<file path="src/include/dachcb_pkg.sv">
// constants and carrier types of the DAC rate and headset configuration bank
// How it works
// - with the override bit clear the dynamic DAC mode uses the automatic peak-channel choice, with it set the custom mask.
// - custom mask bit 3 enables channel four, bit 2 channel three, bit 1 channel two, bit 0 channel one.
// - reserved bits read as zero and software writes only zero to them.
// - the rate converter is off while its enable bit is 0 and on while it is 1.
// - automatic rate detection runs while the inhibit bit is 0 and stops while it is 1.
// - with the manual bit at 0 the main rate is inferred, at 1 it comes from the source bit.
// - under manual selection source 0 picks the primary serial port frame rate, source 1 the secondary.
// - ratio numerator code 0 is automatic, codes 1 to 4 give 1 to 4, code 6 gives 6, codes 5 and 7 are reserved.
// - ratio denominator code 0 is automatic, codes 1 to 4 give 1 to 4, code 6 gives 6, codes 5 and 7 are reserved.
// - the headset poll rate codes 0 to 3 give 0.5 Hz, 1 Hz, 7.5 Hz and 15 Hz.
// - the headset probe high time is 4 ms with its bit at 0 and 32 ms with it at 1.
// - the phone detect tick period codes 0 to 2 give 1 ms, 2 ms and 4 ms, code 3 is reserved.
// - every register of the bank holds 0x00 after reset.
// - the map is paged through a page register at address 0 that software sets before reaching the bank.
package dachcb_pkg;

  // register addresses within the selected page
  localparam logic [7:0] PAGE_SELECT_ADDR     = 8'h00;
  localparam logic [7:0] DAC_DYN_CH_CFG_ADDR  = 8'h0F;
  localparam logic [7:0] RATE_CONV_EN_ADDR    = 8'h17;
  localparam logic [7:0] RATE_CONV_RATIO_ADDR = 8'h18;
  localparam logic [7:0] HEADSET_TIMING_ADDR  = 8'h19;

  localparam logic [7:0] REG_RESET_VALUE = 8'h00;
  localparam logic [7:0] BANK_PAGE_DEFAULT = 8'h00;

  // writable-bit masks, reserved positions zero
  localparam logic [7:0] DAC_DYN_CH_CFG_MASK  = 8'hF8;
  localparam logic [7:0] RATE_CONV_EN_MASK    = 8'hC0;
  localparam logic [7:0] RATE_CONV_RATIO_MASK = 8'hFF;
  localparam logic [7:0] HEADSET_TIMING_MASK  = 8'hE6;

  // field positions
  localparam int OVERRIDE_PEAK_BIT   = 7;
  localparam int CUSTOM_MASK_LSB     = 3;
  localparam int RATE_CONV_ON_BIT    = 7;
  localparam int DETECT_INHIBIT_BIT  = 6;
  localparam int MAIN_MANUAL_BIT     = 7;
  localparam int MAIN_SOURCE_BIT     = 6;
  localparam int RATIO_NUM_LSB       = 3;
  localparam int RATIO_DEN_LSB       = 0;
  localparam int POLL_RATE_LSB       = 6;
  localparam int PROBE_HIGH_BIT      = 5;
  localparam int TICK_PERIOD_LSB     = 1;

  localparam logic [2:0] RATIO_AUTO_CODE = 3'h0;
  localparam logic [1:0] TICK_RESERVED_CODE = 2'h3;

  // timing: figures in their own unit, counts derived from the clock rate
  localparam longint CLK_HZ = 250000000;
  localparam longint POLL_0_5_HZ_X10 = 5;
  localparam longint POLL_1_HZ_X10   = 10;
  localparam longint POLL_7_5_HZ_X10 = 75;
  localparam longint POLL_15_HZ_X10  = 150;
  localparam longint PROBE_SHORT_MS = 4;
  localparam longint PROBE_LONG_MS  = 32;
  localparam longint TICK_1_MS = 1;
  localparam longint TICK_2_MS = 2;
  localparam longint TICK_4_MS = 4;

  localparam longint POLL_0_CYC   = (CLK_HZ * 10) / POLL_0_5_HZ_X10;
  localparam longint POLL_1_CYC   = (CLK_HZ * 10) / POLL_1_HZ_X10;
  localparam longint POLL_2_CYC   = (CLK_HZ * 10) / POLL_7_5_HZ_X10;
  localparam longint POLL_3_CYC   = (CLK_HZ * 10) / POLL_15_HZ_X10;
  localparam longint PROBE_0_CYC  = (CLK_HZ * PROBE_SHORT_MS) / 1000;
  localparam longint PROBE_1_CYC  = (CLK_HZ * PROBE_LONG_MS) / 1000;
  localparam longint TICK_0_CYC   = (CLK_HZ * TICK_1_MS) / 1000;
  localparam longint TICK_1_CYC   = (CLK_HZ * TICK_2_MS) / 1000;
  localparam longint TICK_2_CYC   = (CLK_HZ * TICK_4_MS) / 1000;

  typedef enum logic [1:0] {
    DACHCB_MAIN_AUTO,
    DACHCB_MAIN_PRIMARY,
    DACHCB_MAIN_SECONDARY
  } dachcb_main_src_type;

  // register access request from the control port
  typedef struct packed {
    logic       wr;
    logic       rd;
    logic [7:0] addr;
    logic [7:0] wdata;
  } dachcb_req_type;

  // decoded settings handed to the datapath
  typedef struct packed {
    logic [3:0]          peak_channel_mask;
    logic                rate_converter_on;
    logic                rate_detect_active;
    dachcb_main_src_type main_rate_src;
    logic                ratio_num_auto;
    logic [2:0]          ratio_num;
    logic                ratio_den_auto;
    logic [2:0]          ratio_den;
    logic [31:0]         poll_period_cyc;
    logic [31:0]         probe_high_cyc;
    logic [31:0]         tick_period_cyc;
    logic                tick_code_bad;
  } dachcb_cfg_type;

endpackage

</file>
<file path="src/hw/dachcb_bank.sv">
// register bank for DAC dynamic channel, rate converter and headset timing
`timescale 1ns/100ps
`default_nettype none
module dachcb_bank #(
  parameter logic [7:0]  BANK_PAGE = dachcb_pkg::BANK_PAGE_DEFAULT,
  parameter logic [31:0] POLL_0_CYC  = 32'(dachcb_pkg::POLL_0_CYC),
  parameter logic [31:0] POLL_1_CYC  = 32'(dachcb_pkg::POLL_1_CYC),
  parameter logic [31:0] POLL_2_CYC  = 32'(dachcb_pkg::POLL_2_CYC),
  parameter logic [31:0] POLL_3_CYC  = 32'(dachcb_pkg::POLL_3_CYC),
  parameter logic [31:0] PROBE_0_CYC = 32'(dachcb_pkg::PROBE_0_CYC),
  parameter logic [31:0] PROBE_1_CYC = 32'(dachcb_pkg::PROBE_1_CYC),
  parameter logic [31:0] TICK_0_CYC  = 32'(dachcb_pkg::TICK_0_CYC),
  parameter logic [31:0] TICK_1_CYC  = 32'(dachcb_pkg::TICK_1_CYC),
  parameter logic [31:0] TICK_2_CYC  = 32'(dachcb_pkg::TICK_2_CYC)
) (
  input  wire logic                       sys_clk_in,
  input  wire logic                       rst_n_in,
  input  wire dachcb_pkg::dachcb_req_type req_in,
  input  wire logic [3:0]                 dac_auto_peak_channel_choice_in,
  output logic [7:0]                      rdata_out,
  output logic                            rvalid_out,
  output logic [7:0]                      page_out,
  output dachcb_pkg::dachcb_cfg_type      cfg_out
);
  import dachcb_pkg::*;

  logic [7:0]     page_ff;
  logic [7:0]     nxt_page;
  logic [7:0]     dyn_ch_ff;
  logic [7:0]     nxt_dyn_ch;
  logic [7:0]     conv_en_ff;
  logic [7:0]     nxt_conv_en;
  logic [7:0]     ratio_ff;
  logic [7:0]     nxt_ratio;
  logic [7:0]     hs_tim_ff;
  logic [7:0]     nxt_hs_tim;
  logic [7:0]     rdata_ff;
  logic [7:0]     nxt_rdata;
  logic           rvalid_ff;
  logic           nxt_rvalid;
  dachcb_cfg_type cfg_ff;
  dachcb_cfg_type nxt_cfg;
  logic           bank_sel;

  // reserved codes fall back to automatic inference rather than an undefined ratio
  function automatic logic ratio_is_auto(input logic [2:0] code);
    ratio_is_auto = (code == RATIO_AUTO_CODE) || (code == 3'h5) || (code == 3'h7);
  endfunction

  function automatic logic [2:0] ratio_value(input logic [2:0] code);
    ratio_value = ratio_is_auto(code) ? 3'h0 : code;
  endfunction

  // the page register answers on every page so software can always leave one
  assign bank_sel = (page_ff == BANK_PAGE);

  always_comb begin
    nxt_page   = page_ff;
    nxt_dyn_ch = dyn_ch_ff;
    nxt_conv_en = conv_en_ff;
    nxt_ratio  = ratio_ff;
    nxt_hs_tim = hs_tim_ff;
    if (req_in.wr) begin
      if (req_in.addr == PAGE_SELECT_ADDR) begin
        nxt_page = req_in.wdata;
      end else if (bank_sel) begin
        // reserved positions never store, so they read back zero
        case (req_in.addr)
          DAC_DYN_CH_CFG_ADDR:  nxt_dyn_ch  = req_in.wdata & DAC_DYN_CH_CFG_MASK;
          RATE_CONV_EN_ADDR:    nxt_conv_en = req_in.wdata & RATE_CONV_EN_MASK;
          RATE_CONV_RATIO_ADDR: nxt_ratio   = req_in.wdata & RATE_CONV_RATIO_MASK;
          HEADSET_TIMING_ADDR:  nxt_hs_tim  = req_in.wdata & HEADSET_TIMING_MASK;
          default: begin
          end
        endcase
      end
    end
  end

  always_comb begin
    nxt_rvalid = req_in.rd;
    nxt_rdata  = 8'h00;
    if (req_in.rd) begin
      if (req_in.addr == PAGE_SELECT_ADDR) begin
        nxt_rdata = page_ff;
      end else if (bank_sel) begin
        case (req_in.addr)
          DAC_DYN_CH_CFG_ADDR:  nxt_rdata = dyn_ch_ff;
          RATE_CONV_EN_ADDR:    nxt_rdata = conv_en_ff;
          RATE_CONV_RATIO_ADDR: nxt_rdata = ratio_ff;
          HEADSET_TIMING_ADDR:  nxt_rdata = hs_tim_ff;
          default:              nxt_rdata = 8'h00;
        endcase
      end
    end
  end

  // settings are decoded from the stored registers, one cycle behind a write
  always_comb begin
    nxt_cfg = cfg_ff;
    nxt_cfg.peak_channel_mask = dyn_ch_ff[OVERRIDE_PEAK_BIT] ?
                                dyn_ch_ff[CUSTOM_MASK_LSB +: 4] :
                                dac_auto_peak_channel_choice_in;
    nxt_cfg.rate_converter_on  = conv_en_ff[RATE_CONV_ON_BIT];
    nxt_cfg.rate_detect_active = ~conv_en_ff[DETECT_INHIBIT_BIT];
    if (!ratio_ff[MAIN_MANUAL_BIT]) begin
      nxt_cfg.main_rate_src = DACHCB_MAIN_AUTO;
    end else if (!ratio_ff[MAIN_SOURCE_BIT]) begin
      nxt_cfg.main_rate_src = DACHCB_MAIN_PRIMARY;
    end else begin
      nxt_cfg.main_rate_src = DACHCB_MAIN_SECONDARY;
    end
    nxt_cfg.ratio_num_auto = ratio_is_auto(ratio_ff[RATIO_NUM_LSB +: 3]);
    nxt_cfg.ratio_num      = ratio_value(ratio_ff[RATIO_NUM_LSB +: 3]);
    nxt_cfg.ratio_den_auto = ratio_is_auto(ratio_ff[RATIO_DEN_LSB +: 3]);
    nxt_cfg.ratio_den      = ratio_value(ratio_ff[RATIO_DEN_LSB +: 3]);
    case (hs_tim_ff[POLL_RATE_LSB +: 2])
      2'h0:    nxt_cfg.poll_period_cyc = POLL_0_CYC;
      2'h1:    nxt_cfg.poll_period_cyc = POLL_1_CYC;
      2'h2:    nxt_cfg.poll_period_cyc = POLL_2_CYC;
      default: nxt_cfg.poll_period_cyc = POLL_3_CYC;
    endcase
    nxt_cfg.probe_high_cyc = hs_tim_ff[PROBE_HIGH_BIT] ? PROBE_1_CYC : PROBE_0_CYC;
    // reserved tick code keeps the longest period and raises a flag
    nxt_cfg.tick_code_bad = (hs_tim_ff[TICK_PERIOD_LSB +: 2] == TICK_RESERVED_CODE);
    case (hs_tim_ff[TICK_PERIOD_LSB +: 2])
      2'h0:    nxt_cfg.tick_period_cyc = TICK_0_CYC;
      2'h1:    nxt_cfg.tick_period_cyc = TICK_1_CYC;
      default: nxt_cfg.tick_period_cyc = TICK_2_CYC;
    endcase
  end

  always_ff @(posedge sys_clk_in) begin
    if (!rst_n_in) begin
      page_ff    <= REG_RESET_VALUE;
      dyn_ch_ff  <= REG_RESET_VALUE;
      conv_en_ff <= REG_RESET_VALUE;
      ratio_ff   <= REG_RESET_VALUE;
      hs_tim_ff  <= REG_RESET_VALUE;
      rdata_ff   <= 8'h00;
      rvalid_ff  <= 1'b0;
      cfg_ff     <= '0;
    end else begin
      page_ff    <= nxt_page;
      dyn_ch_ff  <= nxt_dyn_ch;
      conv_en_ff <= nxt_conv_en;
      ratio_ff   <= nxt_ratio;
      hs_tim_ff  <= nxt_hs_tim;
      rdata_ff   <= nxt_rdata;
      rvalid_ff  <= nxt_rvalid;
      cfg_ff     <= nxt_cfg;
    end
  end

  assign rdata_out  = rdata_ff;
  assign rvalid_out = rvalid_ff;
  assign page_out   = page_ff;
  assign cfg_out    = cfg_ff;

endmodule
`default_nettype wire

</file>
<file path="config.mk">
export PLATFORM = sky130hd
export DESIGN_NAME = dachcb_bank
export DESIGN_NICKNAME = d
export VERILOG_FILES = /design/src/include/dachcb_pkg.sv /design/src/hw/dachcb_bank.sv
export SDC_FILE = /design/constraint.sdc
export NUM_CORES = 1
export LEC_CHECK = 0
export BUFFER_PORTS_ARGS = -buffer_cell sky130_fd_sc_hd__buf_2
export CAP_MARGIN = 10
export CORE_MARGIN = 2
export CORE_UTILIZATION = 34
export CTS_CLUSTER_DIAMETER = 30
export DETAILED_ROUTE_END_ITERATION = 7
export SYNTH_ARGS = -nofsm -noshare
export SYNTH_HDL_FRONTEND = slang
export SYNTH_SLANG_ARGS = --single-unit
</file>
<file path="constraint.sdc">
create_clock -name sys_clk_in -period 3.19 [get_ports sys_clk_in]
set_input_delay 0.319 -clock sys_clk_in [delete_from_list [all_inputs] [get_ports sys_clk_in]]
set_output_delay 0.319 -clock sys_clk_in [all_outputs]
set_load 0.05 [all_outputs]
</file>
==> results.cfg, run 1 <==
[layout]
area_growth_pct = 14.4
nets = 457
final_common_cell = buf_2
final_layout_size_suffix_gt1_frac = 0.326
layout_common_cells = buf_2 (110), dfxtp_1 (76), conb_1 (43)
n_antenna_cell = 0
fin_area_sq_um = 3960

[route]
vias = 2417
via_per_inst = 4.28
routed_wl_mm = 7.18
drt-initial-drc-count = 157
postRouteAntennaNets = 0
post_drt_wl_per_cell_microns = 12.7
drc = 0
dr.pass1.iters = 4

[setup_path]
crit_type = reg -> reg
timing.rr.end = ratio_ff[3]$_SDFFE_PN0P_
worstPathMaxFanout = 8
crit_path_top_delay_cell = nor4_4
rr_startpoint = page_out[6]$_SDFFE_PN0P_
critPathMaxStageDelay_ns = 0.40
worst_setup_path_end_kind = flip-flop
start_kind = flip-flop
r2r_slack_ns = 1.62
crit_chain = nor4_4 -> nand4_4 -> nor2_8 -> mux2i_1
cp.arrival_ns = 1.84
rr_worst_depth = 4
cp.required_ns = 3.46
critPathLaunch = page_out[6]$_SDFFE_PN0P_

[hold_path]
whs_endpoint = ratio_ff[0]$_SDFFE_PN0P_
hp-class = in -> reg
min_from = req_in[0]
hold_depth = 3

[synth]
syn_inst = 349
muxShareOfSynthArea = 0.0932
synth.top_cells.by_area = dfxtp_1 (44%), buf_4 (16%), mux2i_1 (8.7%)
synth_area_sq_um = 3460
synth-xor-area-share = 0.00253
yosys_warnings = 0
synth_seq_cells = 76
seq_area_frac_synth = 0.439
synth_top_area_frac = 0.439
yosys.area_share.simple = 0.194
synthAdderAreaFrac = 0.0217
syn_area_per_cell_sq_um = 9.93
synth_compound_area_frac = 0.0574
yosys.area.top_type = dfxtp_1
synth_top_family_by_area = simple AND/OR/NAND/NOR gates
synth_cell_types = 48

[global_routing]
grt_pass1_wl_mm = 11.5
overflow = 0
grt_max_degree = 62
antenna_found_initial = 0
grt_pass1_vias = 2207
grtUsageTotal = 0.133

[placement]
port_buffers = 110
postPlaceCellArea_sq_um = 3720
routabilityCongestion = 0.806
pre_cts_slack_ns = 1.50
dpl.hpwl_mm = 5.48

[floorplan]
initial_utilization = 0.353
pin_count = 154
die_w_microns = 105
fp.dieH_microns = 105
core_area_sq_um = 9820
rows = 36
die_area_sq_um = 11000

[power]
leakage_nw = 1.99
irDropWorstVdd_mv = 0.304
p_per_area_nw_per_um2 = 538

[status]
status = finished clean

[clock_network]
cts_buffers = 9
htreeDepth = 3
clockBufferDepth = 2
cts_tree = built
root_buffer = clkbuf_8
cts_hold_buf = 0
clock_latency_ns = 0.34
post_cts_buffers = 0
cts.sinks = 76
post_cts_resized = 0
path_clk_slew_ns = 0.09

[timing]
period_minus_slack_ns = 1.57
fin_skew_ns = 0.0115
hold_viol_final = 0
fin_tns_setup_ns = 0
worst_slew_pin_slew_ns = 0.545
period_share = 0.493
fmax_ghz = 0.636
max-slew-margin-rel = 0.637
rsz0062_at_grt = no
setup_slack_ns = 1.62
finalMaxSlewViolations = 0
holdWs_ns = 0.235
setup_viol = 0

[job]
maxCapViolations = 0
kinds of logic after synthesis:
group / after synthesis
DFF: 76
xor gates and xnor gates: 1
AOI/OAI and AO/OA: 29
adders and majority gates: 6
buffers and inverters: 96
muxes: 32
other: 1
and+or+nand+nor: 108
per-layer routing:
layer	part of all wire	GRT usage
met5	0	0
met2	0.46	0.207
met1	0.44	0.170
met3	0.079	0.0424
met4	0.018	0.0533
state kept, by name (all words and copies together), names as in the netlist:
signal      cells
rdata_out       8
page_out        8
cfg_out        39
dyn_ch_ff       5
rvalid_out      1
hs_tim_ff       5
ratio_ff        8
conv_en_ff      2
area by class of cell:
| cell class | instances | area (sq um) |
|---|---|---|
| clock buffer | 10 | 128 |
| clock inverter | 6 | 111 |
| sequential | 76 | 1520 |
| tap | 133 | 166 |
| timing repair buffer | 111 | 558 |
| fill | 1017 | 5860 |
| inverter | 10 | 37.5 |
| multi-input combinational | 219 | 1440 |
worst max-delay path by stage:
stage,to,slack [ns],cells after the start
floorplan,dyn_ch_ff[6]$_SDFFE_PN0P_,1.59,5
global placement,page_out[3]$_SDFFE_PN0P_,1.56,5
detailed placement,page_out[4]$_SDFFE_PN0P_,1.50,5
CTS,ratio_ff[3]$_SDFFE_PN0P_,1.62,4
global route,ratio_ff[5]$_SDFFE_PN0P_,1.50,4
finish,ratio_ff[3]$_SDFFE_PN0P_,1.62,4
power breakdown:
part | switching (W) | internal, W
sequential | 0.00000540 | 0.000961
combinational | 0.000247 | 0.0000439
clock | 0.000352 | 0.000522
total | 0.000605 | 0.00153
through the flow:
step                cells   util  total power [W]
global route          565  0.404          0.00222
global placement      549  0.379          0.00128
detailed placement    549  0.379          0.00128
floorplan             391      -          0.00128
finish                565  0.404          0.00213
CTS                   565  0.404          0.00215
cell usage after synthesis (all sizes together):
master and count:
buf 81, dfxtp 76, nand2 39, mux2i 30, nor2b 26, inv 10, nor2 8, o21ai 8
nor3 7, a21oi 6, and2 6, ha 6, clkbuf 5, a22oi 4, and3 4, nand3 4
nand4 4, a221o 2, a22o 2, a32oi 2, and3b 2, mux2 2, nor4 2, a211oi 1
a21boi 1, a2bb2oi 1, and4 1, and4bb 1, conb 1, nand2b 1, nand3b 1, nor4b 1
o21a 1, o21bai 1, or3 1, xnor2 1
worst max-delay path, delay by kind of cell (launching register included):
| kind | cells | cell delay (ns) |
|---|---|---|
| mux | 1 | 0.23 |
| simple gates | 3 | 0.90 |
| flops | 1 | 0.37 |
Note: power is estimated with default switching activity, not from simulation.
==> run 2: changes to the inputs <==
- ABC_AREA: unset -> 1
- clock period: 3.19 -> 1.6 ns (I/O delays scaled with it)
==> run 2 against run 1 <==
  * Combinational power is 100% higher
  * First-iteration DRC count down 19%
  * Sequential cell count stayed put
  * Sequential share of layout area increased by 0.47 points
  * Clock power up 78%
  * Global-route usage increased by 0.75 points
  * Cell area fell by 1.2%
  * Register-to-register slack worse by 1.4 ns
  * Non-clock buffer count up 2
  * Wire length grew 3.4%
  * Critical path type unchanged
==> results.cfg, run 2 <==
[synth]
synth_seq_cells = 76
seq_area_frac_synth = 0.447
yosys_warnings = 0
ys.flop_type = dfxtp_1
yosys.area.top_type = dfxtp_1
synth.top_cells.by_area = dfxtp_1 (45%), buf_4 (16%), nor2_1 (8.9%)
synth_top_area_frac = 0.447
synth-edff-count = 0
synthMostInstantiatedCell = nor2_1
synth_area_sq_um = 3400
syn_area_per_cell_sq_um = 7.98
async_flop_share = 0
synth_cell_types = 30
syn_inst = 426
synthTopCellsByCount = nor2_1 (81), dfxtp_1 (76), buf_4 (74)

[layout]
final_common_cell = buf_2
fillCellCount = 1033
post-route-util = 0.402
n_antenna_cell = 0
largest_register_ffs = 39
area_growth_pct = 15.1
layout_common_cells = buf_2 (110), nor2_1 (81), dfxtp_1 (76)
final_layout_size_suffix_gt1_frac = 0.294
nets = 540

[timing]
fin_skew_ns = 0.00743
fin_tns_setup_ns = 0
holdWs_ns = 0.0492
rsz0062_at_grt = no
period_share = 0.872
setup_viol = 0
fmax_ghz = 0.717
period_minus_slack_ns = 1.39
setup_slack_ns = 0.205
hold_viol_final = 0
finalMaxSlewViolations = 0

[hold_path]
hold_depth = 1
hp-class = in -> reg
min_from = rst_n_in

[floorplan]
initial_utilization = 0.350
die_w_microns = 104
fp.dieH_microns = 104
rows = 36
die_area_sq_um = 10800
pin_count = 154
core_area_sq_um = 9730

[setup_path]
r2r_slack_ns = 0.21
critPathLaunch = page_out[6]$_SDFFE_PN0P_
rr_worst_depth = 6
cp.arrival_ns = 1.63
crit_type = reg -> reg
rr_startpoint = page_out[6]$_SDFFE_PN0P_
worst_setup_path_end_kind = flip-flop
start_kind = flip-flop
cp.required_ns = 1.84
worstPathMaxFanout = 12

[clock_network]
root_buffer = clkbuf_8
cts_buffers = 9
cts.sinks = 76
clockBufferDepth = 2
clock_latency_ns = 0.35
cts_hold_buf = 0
post_cts_resized = 0
path_clk_slew_ns = 0.08
cts_tree = built
post_cts_buffers = 0
htreeDepth = 3

[power]
leakage_nw = 2.01
p_total_w = 0.00408
p_per_area_nw_per_um2 = 1040
irDropWorstVdd_mv = 0.397

[global_routing]
grt_pass1_vias = 2520
grt_pass1_wl_mm = 12.1
grtUsageTotal = 0.140
antenna_found_initial = 0
grt_max_degree = 29
overflow = 0

[route]
routed_wl_mm = 7.43
dr.pass1.iters = 4
drt-initial-drc-count = 127
post_drt_wl_per_cell_microns = 11.5
via_per_inst = 4.21
postRouteAntennaNets = 0
vias = 2727
drc = 0

[placement]
port_buffers = 110
pre_cts_slack_ns = 0.214
routabilityCongestion = 0.891
dpl.hpwl_mm = 5.78

[job]
maxCapViolations = 0

[status]
status = finished clean
## run 2: cell types whose count changed after synthesis, sizes merged, moves of 4 or more
cell / delta
o21ai: +29
and2: -6
nor2: +81
mux2i: -30
clkinv: +4
nand2: +13
inv: +25
a22oi: -4
a21oi: +11
nor2b: -26
nand3: +16
## run 2: cell type report
type / instances / area (sq um) / share of cell area
clock buffers: 9 / 124 / 0.0316
inverters: 39 / 155 / 0.0396
multi-input cells: 271 / 1280 / 0.328
clock inverters: 6 / 90.1 / 0.0230
well taps: 133 / 166 / 0.0425
flip-flops and latches: 76 / 1520 / 0.389
repair buffers: 113 / 573 / 0.146
## run 2: through the flow
step / area [sq um] / instances
finish: 3920 / 647
global route: 3920 / 647
CTS: 3920 / 647
detailed placement: 3700 / 632
global placement: 3700 / 632
floorplan: 3560 / 468
## run 2: report_power, final
group | switching, W | internal (W) | total [W]
sequential | 0.0000114 | 0.00192 | 0.00193
clock | 0.000688 | 0.000871 | 0.00156
combinational | 0.000510 | 0.0000845 | 0.000594
## run 2: final timing paths
| check | endpoint |
|---|---|
| worst max-delay path | ratio_ff[6]$_SDFFE_PN0P_ |
| worst min-delay path | cfg_out[18]$_SDFF_PN0_ |
| worst max register to register | ratio_ff[6]$_SDFFE_PN0P_ |
| worst min register to register | cfg_out[108]$_SDFF_PN0_ |
## run 2: kinds of logic after synthesis
logic type	share of synthesized area
flops	0.447
buf+inv	0.221
compound gates	0.0795
other cells	0.00110
fa+ha+maj	0.0221
simple gates	0.229
## run 2: critical path: stages (launching register included)
cell     delay, ns
dfxtp_1       0.37
nor2_1        0.12
nand4_1       0.15
inv_2         0.22
nand3_4       0.15
o21ai_0       0.21
nor2_1        0.08
## run 2: per-layer routing
layer	up-vias	global-route usage	wire (microns)
li1	1378	-	-
met3	9	0.0545	658
met4	0	0.0376	103
met2	130	0.234	3460
met5	-	0	0
met1	1210	0.168	3210
